==> src/speed_select_consts.svh <==
// Constants for the internal set speed selector
`ifndef SPEED_SELECT_CONSTS_SVH
`define SPEED_SELECT_CONSTS_SVH

// ****************************************************************
// Register offsets (byte addresses)
// ****************************************************************
`define OFS_BASIC_FUNCTION    12'h000
`define OFS_INPUT_ALLOC       12'h004
`define OFS_ROTARY_ONE        12'h008
`define OFS_ROTARY_TWO        12'h00c
`define OFS_ROTARY_THREE      12'h010
`define OFS_LINEAR_ONE        12'h014
`define OFS_LINEAR_TWO        12'h018
`define OFS_LINEAR_THREE      12'h01c
`define OFS_MOTOR_CONFIG      12'h020
`define OFS_MAX_SPEED         12'h024
`define OFS_STATUS            12'h028

// ****************************************************************
// Fields and values
// ****************************************************************
`define CTRL_METHOD_LSB       4
`define CTRL_METHOD_MSB       7
`define CTRL_METHOD_INTERNAL  4'h3
`define ALLOC_FIELD_BIT       0
`define MOTOR_LINEAR_BIT      0
`define MOTOR_DIRECT_BIT      1
`define RESTART_CMD_BIT       0
`define ASSIGN_DIR_LSB        0
`define ASSIGN_FIRST_LSB      4
`define ASSIGN_SECOND_LSB     8
`define SPEED_LIMIT_SETTING   16'h2710
`define RST_BASIC_FUNCTION    16'h0000
`define RST_ROTARY_ONE        16'h0064
`define RST_ROTARY_TWO        16'h00c8
`define RST_ROTARY_THREE      16'h012c
`define RST_LINEAR_ONE        16'h000a
`define RST_LINEAR_TWO        16'h0014
`define RST_LINEAR_THREE      16'h001e
`define RST_MAX_SPEED         20'h186a0
`define RST_PIN_ASSIGN        12'h210
`define DEFAULT_DIR_POS       2'h0
`define DEFAULT_FIRST_POS     2'h1
`define DEFAULT_SECOND_POS    2'h2

`endif

==> src/speed_select_pkg.sv <==
// Types for the internal set speed selector
`default_nettype none
package speed_select_pkg;
  typedef enum logic [1:0] {
    SEL_STOP,
    SEL_SPEED_ONE,
    SEL_SPEED_TWO,
    SEL_SPEED_THREE
  } speed_choice_type;
endpackage
`default_nettype wire
==> src/internal_speed_select.sv <==
// Internal set speed selector with APB parameter registers
// Operation
// - Control method field value 3 enables internal speed mode, latched at restart.
// - Motor type picks rotary set (rpm) or linear set (mm/s).
// - Rotary speeds accept 0..10000, defaults 100/200/300, effective immediately.
// - Linear speeds accept 0..10000, defaults 10/20/30, effective immediately.
// - Direct drive motor makes rotary setting unit a tenth of rpm.
// - Selected speed above motor maximum is clamped to that maximum.
// - Allocation field 0 reads inputs from fixed default positions.
// - Allocation field 1 reads inputs from user-assigned positions.
// - Direction input chooses travel direction of the selected speed.
// - Two selection inputs decode to one stored speed or none.
// - Speed reference comes only from stored settings, no external reference.
// - Off/off stop, off/on one, on/on two, on/off three; direction on reverses.
//
// The address map and the APB slave port were left to the implementer.
`include "speed_select_consts.svh"
`default_nettype none

module internal_speed_select (
  // Clock, reset, enable
  input  wire logic                          sys_clk,
  input  wire logic                          rst_n,
  input  wire logic                          clk_en,
  // APB slave
  input  wire logic                          psel,
  input  wire logic                          penable,
  input  wire logic                          pwrite,
  input  wire logic [11:0]                   paddr,
  input  wire logic [31:0]                   pwdata,
  output logic      [31:0]                   prdata,
  output logic                               pready,
  output logic                               pslverr,
  // Contact inputs, four input positions, active high = on
  input  wire logic [3:0]                    contact_in,
  // Speed reference
  output logic                               mode_active,
  output logic                               motor_reverse,
  output logic      [19:0]                   speed_command,
  output speed_select_pkg::speed_choice_type speed_choice
);
  import speed_select_pkg::*;

  // ****************************************************************
  // Registers
  // ****************************************************************
  logic [15:0] basic_function_setting;
  logic        input_allocation_setting;
  logic [15:0] rotary_speed_one;
  logic [15:0] rotary_speed_two;
  logic [15:0] rotary_speed_three;
  logic [15:0] linear_speed_one;
  logic [15:0] linear_speed_two;
  logic [15:0] linear_speed_three;
  logic [1:0]  motor_config;
  logic [19:0] max_speed;
  logic [11:0] pin_assign;
  logic        restart_seen;
  logic [15:0] next_basic_function_setting;
  logic        next_input_allocation_setting;
  logic [15:0] next_rotary_speed_one;
  logic [15:0] next_rotary_speed_two;
  logic [15:0] next_rotary_speed_three;
  logic [15:0] next_linear_speed_one;
  logic [15:0] next_linear_speed_two;
  logic [15:0] next_linear_speed_three;
  logic [1:0]  next_motor_config;
  logic [19:0] next_max_speed;
  logic [11:0] next_pin_assign;
  logic        next_restart_seen;
  logic        next_mode_active;
  logic [31:0] next_prdata;

  logic        wr_en;
  logic        rd_en;
  logic        addr_ok;
  logic [15:0] wr_speed;
  logic        restart_cmd;
  logic [3:0]  method_field;

  // ****************************************************************
  // APB handshake and address decode
  // ****************************************************************
  // Zero wait states: every register answers in its access phase
  assign pready  = 1'b1;
  assign pslverr = psel && penable && !addr_ok;
  assign wr_en   = psel && penable && pwrite && addr_ok;
  assign rd_en   = psel && !penable && !pwrite;
  // Restart command reloads the method but keeps every stored setting
  assign restart_cmd = wr_en && (paddr == `OFS_STATUS) && pwdata[`RESTART_CMD_BIT];

  always_comb begin
    case (paddr)
      `OFS_BASIC_FUNCTION, `OFS_INPUT_ALLOC, `OFS_ROTARY_ONE, `OFS_ROTARY_TWO,
      `OFS_ROTARY_THREE, `OFS_LINEAR_ONE, `OFS_LINEAR_TWO, `OFS_LINEAR_THREE,
      `OFS_MOTOR_CONFIG, `OFS_MAX_SPEED, `OFS_STATUS: addr_ok = 1'b1;
      default: addr_ok = 1'b0;
    endcase
  end

  // ****************************************************************
  // Parameter writes
  // ****************************************************************
  // Out-of-range speed writes saturate at the top of the range
  assign wr_speed = (pwdata[31:16] != 16'h0000 || pwdata[15:0] > `SPEED_LIMIT_SETTING) ?
                    `SPEED_LIMIT_SETTING : pwdata[15:0];

  always_comb begin
    next_basic_function_setting   = basic_function_setting;
    next_input_allocation_setting = input_allocation_setting;
    next_rotary_speed_one         = rotary_speed_one;
    next_rotary_speed_two         = rotary_speed_two;
    next_rotary_speed_three       = rotary_speed_three;
    next_linear_speed_one         = linear_speed_one;
    next_linear_speed_two         = linear_speed_two;
    next_linear_speed_three       = linear_speed_three;
    next_motor_config             = motor_config;
    next_max_speed                = max_speed;
    next_pin_assign               = pin_assign;
    if (wr_en) begin
      case (paddr)
        `OFS_BASIC_FUNCTION: next_basic_function_setting = pwdata[15:0];
        `OFS_INPUT_ALLOC: begin
          next_input_allocation_setting = pwdata[`ALLOC_FIELD_BIT];
          next_pin_assign               = pwdata[27:16];
        end
        `OFS_ROTARY_ONE:     next_rotary_speed_one   = wr_speed;
        `OFS_ROTARY_TWO:     next_rotary_speed_two   = wr_speed;
        `OFS_ROTARY_THREE:   next_rotary_speed_three = wr_speed;
        `OFS_LINEAR_ONE:     next_linear_speed_one   = wr_speed;
        `OFS_LINEAR_TWO:     next_linear_speed_two   = wr_speed;
        `OFS_LINEAR_THREE:   next_linear_speed_three = wr_speed;
        `OFS_MOTOR_CONFIG:   next_motor_config       = pwdata[1:0];
        `OFS_MAX_SPEED:      next_max_speed          = pwdata[19:0];
        default: begin
        end
      endcase
    end
  end

  // ****************************************************************
  // Restart latch of the control method
  // ****************************************************************
  assign method_field = basic_function_setting[`CTRL_METHOD_MSB:`CTRL_METHOD_LSB];

  // Method is taken at reset release or on a restart command only;
  // a plain write waits, so the drive never changes mode mid-move
  always_comb begin
    next_restart_seen = 1'b1;
    next_mode_active  = mode_active;
    if (!restart_seen || restart_cmd) begin
      next_mode_active = (method_field == `CTRL_METHOD_INTERNAL);
    end
  end

  always_ff @(posedge sys_clk or negedge rst_n) begin
    if (!rst_n) begin
      restart_seen <= 1'b0;
      mode_active  <= 1'b0;
    end else if (clk_en) begin
      restart_seen <= next_restart_seen;
      mode_active  <= next_mode_active;
    end
  end

  // ****************************************************************
  // Input synchroniser
  // ****************************************************************
  logic [3:0] contact_meta;
  logic [3:0] contact_sync;
  logic [3:0] next_contact_meta;
  logic [3:0] next_contact_sync;
  logic       speed_over_max;
  logic [1:0] dir_pos;
  logic [1:0] first_pos;
  logic [1:0] second_pos;
  logic       dir_on;
  logic       first_on;
  logic       second_on;
  speed_choice_type choice;
  logic [15:0] raw_setting;
  logic [19:0] scaled_setting;
  logic [19:0] next_speed_command;
  logic        next_motor_reverse;
  speed_choice_type next_speed_choice;

  // Contacts are asynchronous to sys_clk: two stages before any decode
  always_comb begin
    next_contact_meta = contact_in;
    next_contact_sync = contact_meta;
  end

  always_ff @(posedge sys_clk or negedge rst_n) begin
    if (!rst_n) begin
      contact_meta <= 4'h0;
      contact_sync <= 4'h0;
    end else if (clk_en) begin
      contact_meta <= next_contact_meta;
      contact_sync <= next_contact_sync;
    end
  end

  // ****************************************************************
  // Input position select and decode
  // ****************************************************************

  always_comb begin
    if (input_allocation_setting) begin
      dir_pos    = pin_assign[`ASSIGN_DIR_LSB+:2];
      first_pos  = pin_assign[`ASSIGN_FIRST_LSB+:2];
      second_pos = pin_assign[`ASSIGN_SECOND_LSB+:2];
    end else begin
      dir_pos    = `DEFAULT_DIR_POS;
      first_pos  = `DEFAULT_FIRST_POS;
      second_pos = `DEFAULT_SECOND_POS;
    end
  end

  assign dir_on    = contact_sync[dir_pos];
  assign first_on  = contact_sync[first_pos];
  assign second_on = contact_sync[second_pos];

  always_comb begin
    case ({first_on, second_on})
      2'b01:   choice = SEL_SPEED_ONE;
      2'b11:   choice = SEL_SPEED_TWO;
      2'b10:   choice = SEL_SPEED_THREE;
      default: choice = SEL_STOP;
    endcase
  end

  always_comb begin
    raw_setting = 16'h0000;
    case (choice)
      SEL_SPEED_ONE:   raw_setting = motor_config[`MOTOR_LINEAR_BIT] ?
                                     linear_speed_one : rotary_speed_one;
      SEL_SPEED_TWO:   raw_setting = motor_config[`MOTOR_LINEAR_BIT] ?
                                     linear_speed_two : rotary_speed_two;
      SEL_SPEED_THREE: raw_setting = motor_config[`MOTOR_LINEAR_BIT] ?
                                     linear_speed_three : rotary_speed_three;
      default:         raw_setting = 16'h0000;
    endcase
  end

  // ****************************************************************
  // Speed reference
  // ****************************************************************
  // Output unit is 0.1 rpm or 0.1 mm/s; direct drive rotary settings already are
  assign scaled_setting = (motor_config[`MOTOR_DIRECT_BIT] && !motor_config[`MOTOR_LINEAR_BIT]) ?
                          {4'h0, raw_setting} :
                          20'({4'h0, raw_setting} * 20'h0000a);

  // Over-range settings are clamped, never refused
  assign speed_over_max = scaled_setting > max_speed;

  always_comb begin
    next_speed_command = 20'h00000;
    next_motor_reverse = 1'b0;
    next_speed_choice  = SEL_STOP;
    // Reference is built only from stored settings
    if (mode_active) begin
      next_speed_command = speed_over_max ? max_speed : scaled_setting;
      next_motor_reverse = dir_on;
      next_speed_choice  = choice;
    end
  end

  always_ff @(posedge sys_clk or negedge rst_n) begin
    if (!rst_n) begin
      speed_command <= 20'h00000;
      motor_reverse <= 1'b0;
      speed_choice  <= SEL_STOP;
    end else if (clk_en) begin
      speed_command <= next_speed_command;
      motor_reverse <= next_motor_reverse;
      speed_choice  <= next_speed_choice;
    end
  end

  // ****************************************************************
  // Read mux
  // ****************************************************************
  // Loaded in the setup cycle, so the word stands through the access phase
  always_comb begin
    next_prdata = prdata;
    if (rd_en) begin
      case (paddr)
        `OFS_BASIC_FUNCTION: next_prdata = {16'h0000, basic_function_setting};
        `OFS_INPUT_ALLOC:    next_prdata = {4'h0, pin_assign, 15'h0000, input_allocation_setting};
        `OFS_ROTARY_ONE:     next_prdata = {16'h0000, rotary_speed_one};
        `OFS_ROTARY_TWO:     next_prdata = {16'h0000, rotary_speed_two};
        `OFS_ROTARY_THREE:   next_prdata = {16'h0000, rotary_speed_three};
        `OFS_LINEAR_ONE:     next_prdata = {16'h0000, linear_speed_one};
        `OFS_LINEAR_TWO:     next_prdata = {16'h0000, linear_speed_two};
        `OFS_LINEAR_THREE:   next_prdata = {16'h0000, linear_speed_three};
        `OFS_MOTOR_CONFIG:   next_prdata = {30'h00000000, motor_config};
        `OFS_MAX_SPEED:      next_prdata = {12'h000, max_speed};
        `OFS_STATUS:         next_prdata = {8'h00, speed_command, motor_reverse,
                                            speed_choice, mode_active};
        default:             next_prdata = 32'h00000000;
      endcase
    end
  end

  always_ff @(posedge sys_clk or negedge rst_n) begin
    if (!rst_n) begin
      prdata <= 32'h00000000;
    end else if (clk_en) begin
      prdata <= next_prdata;
    end
  end

  // ****************************************************************
  // Parameter registers
  // ****************************************************************
  always_ff @(posedge sys_clk or negedge rst_n) begin
    if (!rst_n) begin
      basic_function_setting   <= `RST_BASIC_FUNCTION;
      input_allocation_setting <= 1'b0;
      rotary_speed_one         <= `RST_ROTARY_ONE;
      rotary_speed_two         <= `RST_ROTARY_TWO;
      rotary_speed_three       <= `RST_ROTARY_THREE;
      linear_speed_one         <= `RST_LINEAR_ONE;
      linear_speed_two         <= `RST_LINEAR_TWO;
      linear_speed_three       <= `RST_LINEAR_THREE;
      motor_config             <= 2'h0;
      max_speed                <= `RST_MAX_SPEED;
      pin_assign               <= `RST_PIN_ASSIGN;
    end else if (clk_en) begin
      basic_function_setting   <= next_basic_function_setting;
      input_allocation_setting <= next_input_allocation_setting;
      rotary_speed_one         <= next_rotary_speed_one;
      rotary_speed_two         <= next_rotary_speed_two;
      rotary_speed_three       <= next_rotary_speed_three;
      linear_speed_one         <= next_linear_speed_one;
      linear_speed_two         <= next_linear_speed_two;
      linear_speed_three       <= next_linear_speed_three;
      motor_config             <= next_motor_config;
      max_speed                <= next_max_speed;
      pin_assign               <= next_pin_assign;
    end
  end

endmodule
`default_nettype wire

==> config.mk <==
export PLATFORM = sky130hd
export DESIGN_NAME = internal_speed_select
export DESIGN_NICKNAME = d
export VERILOG_FILES = /design/src/speed_select_pkg.sv /design/src/internal_speed_select.sv
export VERILOG_INCLUDE_DIRS = /design/src
export SDC_FILE = /design/constraint.sdc
export NUM_CORES = 1
export LEC_CHECK = 0
export BUFFER_PORTS_ARGS = -buffer_cell sky130_fd_sc_hd__buf_2
export CAP_MARGIN = 15
export CORE_UTILIZATION = 30
export CTS_CLUSTER_SIZE = 30
export DETAILED_ROUTE_END_ITERATION = 8
export GPL_ROUTABILITY_DRIVEN = 0
export HOLD_SLACK_MARGIN = 0.12
export SLEW_MARGIN = 5
export SYNTH_ARGS = -nofsm -noshare
export SYNTH_HDL_FRONTEND = slang
export SYNTH_SLANG_ARGS = --single-unit
export TNS_END_PERCENT = 30
==> constraint.sdc <==
create_clock -name sys_clk -period 19.5 [get_ports sys_clk]
set_clock_uncertainty 0.15 [all_clocks]
set_input_delay 0.975 -clock sys_clk [delete_from_list [all_inputs] [get_ports sys_clk]]
set_output_delay 0.975 -clock sys_clk [all_outputs]
set_load 0.05 [all_outputs]
---- Yosys cells after proc, flatten, opt, wreduce, memory -nomap -nowiden ----
Cells that the tools add are included.
operators by class
  add/subtract/negate cells ............... 0
  multiply operators ...................... 1
  divide/modulo/power cells ............... 0
  magnitude comparators ................... 5
  equality and inequality tests ........... 17
  shift-type cells ........................ 0
  muxes and demuxes ....................... 22
  bitwise logic cells ..................... 0
  reductions and logical operators ........ 31
operators with widths
  cell                                                                                number
  28-bit case mux with 11 select lines                                                1
  16-bit two-way mux                                                                  4
  20-bit two-way mux                                                                  3
  12-bit by 5-bit equality test with 1-bit output (second input constant)             4
  16-bit case mux with 3 select lines                                                 1
  12-bit by 6-bit equality test with 1-bit output (second input constant)             3
  3-bit AND reduction                                                                 10
  12-bit by 4-bit equality test with 1-bit output (second input constant)             2
  20-bit greater-than comparator                                                      1
  16-bit by 3-bit multiplier with 19-bit output (second input constant)               1
  16-bit by 14-bit greater-than comparator with 1-bit output (second input constant)  1
  16-bit nonzero test                                                                 1
  12-bit by 3-bit equality test with 1-bit output (second input constant)             1
  12-bit logical NOT                                                                  1
  11-bit OR reduction                                                                 1
  1-bit logical AND                                                                   9
  2-bit by 3-bit less-than comparator with 1-bit output (second input constant)       3
  2-bit equality test (second input constant)                                         4
  2-bit two-way mux                                                                   4
  1-bit binary-select mux with 2-bit select                                           3
  2-bit case mux with 3 select lines                                                  1
  1-bit logical NOT                                                                   5
  1-bit two-way mux                                                                   5
  2-bit by 1-bit equality test with 1-bit output (second input constant)              2
  other kinds (3)                                                                     5
storage, ports and cells
  register bits after elaboration ......... 212
  latch bits .............................. 0
  bits in writable memories ............... 0
  memory bits (read-only) ................. 0
  input port bits ......................... 54
  output and inout bits ................... 58
  word-level logic and storage cells ...... 95
  memories ................................ 0

---- Longest topological paths before layout ----
  word-level depth ........................ 12
  depth in mapped cells ................... 29
  depth with buffers taken out ............ 26

---- Worst setup path before layout ----
OpenSTA, ideal clock, no wires.
  kind .................................... reg-to-reg
  from .................................... register pin_assign[4]
  to ...................................... register speed_command[10]
  library setup time ...................... 0.101 ns
  arrival ................................. 5.979 ns
  data required time ...................... 19.249 ns
  setup slack ............................. 13.270 ns
  cell stages (with the launch flop) ...... 26
  path buffers ............................ 4
  period minus slack after synthesis ...... 6.230 ns
  cells stage by stage .................... dfstp_2 mux2_2 nand2_1 o21ai_0 a22o_1 ha_1 clkbuf_1 clkbuf_1 a221oi_1 a21o_1 a21oi_1 ha_1 ha_1 a211o_1 a221oi_1 o211ai_1 and3b_1 o21a_1 ha_1 and4_1 a221oi_1 and4_1 clkbuf_1 clkbuf_1 nor3_1 o32ai_1
between the ends
  cells in the longest elaborated chain, start to end .. 12
  elaborated cells on any way between the ends .. 16
  those cells by class .................... mul: 1; order compare: 1; eq/ne: 6; mux: 8
RTL lines
  element                                                                                       line                          source
  start, declared                                                                               internal_speed_select.sv:57   logic [11:0] pin_assign;
  start signal, assigned                                                                        internal_speed_select.sv:328  pin_assign <= `RST_PIN_ASSIGN;
  start signal, assigned                                                                        internal_speed_select.sv:340  pin_assign <= next_pin_assign;
  2-bit two-way mux (*)                                                                         internal_speed_select.sv:208  if (input_allocation_setting) begin
  1-bit binary-select mux with 2-bit select (*)                                                 internal_speed_select.sv:220  assign first_on = contact_sync[first_pos];
  1-bit two-way mux (not written as such) (*)                                                   internal_speed_select.sv:220
  2-bit equality test / 2-bit by 1-bit equality test with 1-bit output (equally long branches)  internal_speed_select.sv:224  case ({first_on, second_on})
  2-bit case mux with 3 select lines (*)                                                        internal_speed_select.sv:224
  2-bit equality test / 2-bit by 1-bit equality test with 1-bit output (equally long branches)  internal_speed_select.sv:234  case (choice)
  16-bit case mux with 3 select lines (*)                                                       internal_speed_select.sv:234
  16-bit by 3-bit multiplier with 19-bit output                                                 internal_speed_select.sv:251  20'({4'h0, raw_setting} * 20'h0000a);
  20-bit two-way mux (*)                                                                        internal_speed_select.sv:249  assign scaled_setting = (motor_config[`MOTOR_DIRECT_BIT] && !motor_config[`MOTOR_LINEAR_BIT]) ?
  20-bit greater-than comparator                                                                internal_speed_select.sv:254  assign speed_over_max = scaled_setting > max_speed;
  20-bit two-way mux (*)                                                                        internal_speed_select.sv:262  next_speed_command = speed_over_max ? max_speed : scaled_setting;
  20-bit two-way mux (*)                                                                        internal_speed_select.sv:261  if (mode_active) begin
  end signal, assigned                                                                          internal_speed_select.sv:274  speed_command <= next_speed_command;
  end, declared                                                                                 internal_speed_select.sv:39   output logic [19:0] speed_command,
Mark *: on every way between the ends. The rest lies on a longest branch, timed or not. The select of a mux whose other input is x is not followed.
A chain may end at the register's enable or synchronous reset.

---- Worst setup path in the final report ----
  from .................................... register pin_assign[4]
  to ...................................... register speed_command[18]
The elaborated chain is that of the path after synthesis.

==> metrics.txt <==
Initial Utilization=30.5%; Hold Slack=0.323 ns; syn_area_per_cell=9.84 um^2; Setup Viol. Count Final=0; HPWL after detailed placement=29000 um; Die Area=0.0413 mm^2; design area=0.0139 mm^2; worst-path maximum fanout=31; Die Wd=203 um; first-pass GRT wire length=61700 um; GRT Overall Usage=19.3%; Post-DRT Antenna Nets=0; antenna violations before repair=0; fill count=4077; Total Neg Setup Slack=0 ns; Hold Crit Class=reg -> reg; status=finished clean; CTS Buf Count=24; crit end category=flip-flop; port bufs=106; Initial DRC Count=1067; CP most frequent cell=ha_1; Logic pwr share=6.3%; final net count=1404; mapped cell area=between 0.01 and 0.015 mm^2; Clock Root Buffer=clkbuf_16; Max Slew Vio Count=0; Die H=203 um; critical path type=reg -> reg; Total Power=940 uW; Switch Pwr=about 230 uW; # Max-Cap Violations=0; gr ovfl total=0; core area=between 0.03 and 0.04 mm^2; crit path DAT=7.74 ns; most common cell after layout, fill and taps aside=dfrtp_1; switching part of the total=approximately a quarter; VDD IR max=0.0581 mV; CP max stage cell=nand4_1; I/O pins=112; Std-Cell Rows=73; layout cells sized above 1=a little under a quarter; post-DR wirelength/cell=21.8 um; CTS tree=done; Peak Freq=134 MHz; clock sink count=208; Req. time, crit path=roughly 20 ns; min Tclk post-route=7.47 ns; Sequential Power Share=46.4%; Synth Register Bits=about 210; Reg clk slew, reported paths=roughly 0.06 ns; fin crit share=38.3%; static leakage=0.00627 uW; dpl cell area=0.0131 mm^2; most frequent cells in the layout=dfrtp_1, nand2_1, o21ai_0; H-tree depth=1; Yosys Warn Count=0; 1st-pass router iterations=6; Resized cells post-CTS=0; Post-Syn Instances=~1200; largest net degree at the start of global routing=143; vias per cell=approximately 5.6; CTS Buffer Depth=3; DRC Markers=0; Post-CTS Hold Buffers=0; largest stage delay on the critical path=0.78 ns; main flop type after synthesis=dfrtp_1; CP cell instances=mux2_2 > nand2_1 > o21ai_0 > a22o_1 > inv_1 > ha_1 > buf_4 > a22oi_1 > a21o_1 > a21oi_1 > ha_1 > ha_1 > a211o_1 > a221oi_1 > o21ai_0 > xnor2_1 > a21oi_1 > ha_1 > a21oi_1 > o21ai_0 > a221oi_1 > nand4_1 > a32o_1 > a31o_2; Post-synth ARST share=between 90% and 100%; via count=between 10000 and 15000; post-CTS setup buffer count=0; worst slew pin tran=1.30 ns; RSZ-0062 raised after global routing=false; vias in the first global route=between 9000 and 10000; Hold Fails Final Rpt=0; Post-Route Utilization=34.9%; crit path launch type=flip-flop; Clk pwr share=47.3%; Unique masters post-synth=76; Worst-Skew Late Latency=around 0.53 ns; PwrDens=roughly 68 mW/mm^2; Post-synth EDFFs=0; Area Overhead vs Synth=14.4%; Rel. slew slack=12.9%; Internal Power=711 uW; drt total wl=~40000 um; # diodes=0; sequential fraction of the synthesis area=a little over two fifths
worst max-delay path: cells and delay by family (launching register included):
family,cells,cell delay (ns)
compound gates,14,3.71
fa+ha+maj,4,1.11
simple gates,2,0.84
flops,1,0.55
buf+inv,2,0.43
mux,1,0.33
xor+xnor,1,0.22
worst paths after layout:
path	start	endpoint	slack [ns]	cells past startpoint
max	pin_assign[4]$_DFFE_PN1P_	speed_command[18]$_DFFE_PN0P_	12.03	24
min	prdata[9]$_DFFE_PN0P_	prdata[9]$_DFFE_PN0P_	0.32	1
max reg2reg	pin_assign[4]$_DFFE_PN1P_	speed_command[18]$_DFFE_PN0P_	12.03	24
min reg2reg	prdata[9]$_DFFE_PN0P_	prdata[9]$_DFFE_PN0P_	0.32	1
max in group asynchronous	rst_n	rotary_speed_three[15]$_DFFE_PN0P_	17.23	2
min in group asynchronous	rst_n	rotary_speed_three[11]$_DFFE_PN0P_	0.46	1
through the flow:
stage / instances / setup slack (ns)
floorplan: 1238 / 13.27
global placement: 1795 / 12.30
detailed placement: 1795 / 12.21
CTS: 1838 / 12.16
global route: 1839 / 11.39
finish: 1839 / 12.03
logic make-up (layout without fill, tap and decap cells):
family,Yosys count,in the layout,synth area share (%)
fa+ha+maj,53,53,5.52
mux,115,115,12.1
flops,208,208,43.1
xor+xnor,5,5,0.360
compound gates,392,392,21.4
buf+inv,145,221,4.88
other cells,2,5,0.0618
simple gates,315,315,12.5
power groups by stage:
stage	combinational [uW]	sequential (uW)	clock (uW)
floorplan	29.8	443	0
global placement	57.6	444	0
detailed placement	58.2	444	0
CTS	58.4	436	453
global route	64.0	436	472
finish	59.0	436	445
Yosys cell counts, types with 9 or more instances:
library cell	count	share of area, %
a21o_1	28	1.7
a21oi_1	59	2.4
a221oi_1	19	1.4
a22oi_1	64	4.0
and2_1	18	0.93
and3_1	11	0.57
clkbuf_1	73	2.3
dfrtp_1	182	37
dfstp_2	26	5.6
ha_1	52	5.4
inv_1	52	1.6
mux2_2	69	6.4
mux2_4	30	3.7
mux2i_1	9	0.74
nand2_1	162	5.0
nand2b_1	9	0.46
nand3_1	22	0.91
nor2_1	19	0.59
nor2b_1	12	0.62
nor3_1	22	0.91
o21ai_0	119	4.9
o22ai_1	14	0.72
o32ai_1	10	0.72
state kept, by name (all words and copies together) (netlist names):
| register | count |
|---|---|
| rotary_speed_one | 16 |
| motor_reverse | 1 |
| mode_active | 1 |
| basic_function_setting | 16 |
| rotary_speed_two | 16 |
| max_speed | 20 |
| contact_sync | 4 |
| linear_speed_three | 16 |
| restart_seen | 1 |
| speed_command | 20 |
| input_allocation_setting | 1 |
| rotary_speed_three | 16 |
| linear_speed_two | 16 |
| pin_assign | 12 |
| speed_choice | 2 |
| prdata | 28 |
| motor_config | 2 |
| contact_meta | 4 |
| linear_speed_one | 16 |
metal layers:
metal	vias up	GRT usage (%)	wire (um)
li1	4681	-	-
met1	5026	28.2	18200
met2	480	29.2	17300
met3	79	3.16	3250
met4	0	5.59	1220
met5	-	0	0
layout make-up:
cell class                 instances  area, um^2  share of cell area (%)
clock buffer                      34         698                    5.02
tap                              525         657                    4.72
multi-input combinational        885        6330                    45.5
clock inverter                     9        85.1                   0.612
inverter                          52         195                    1.40
sequential                       208        5240                    37.7
timing repair buffer             126         698                    5.02
Power figures use the tool's default switching activity.
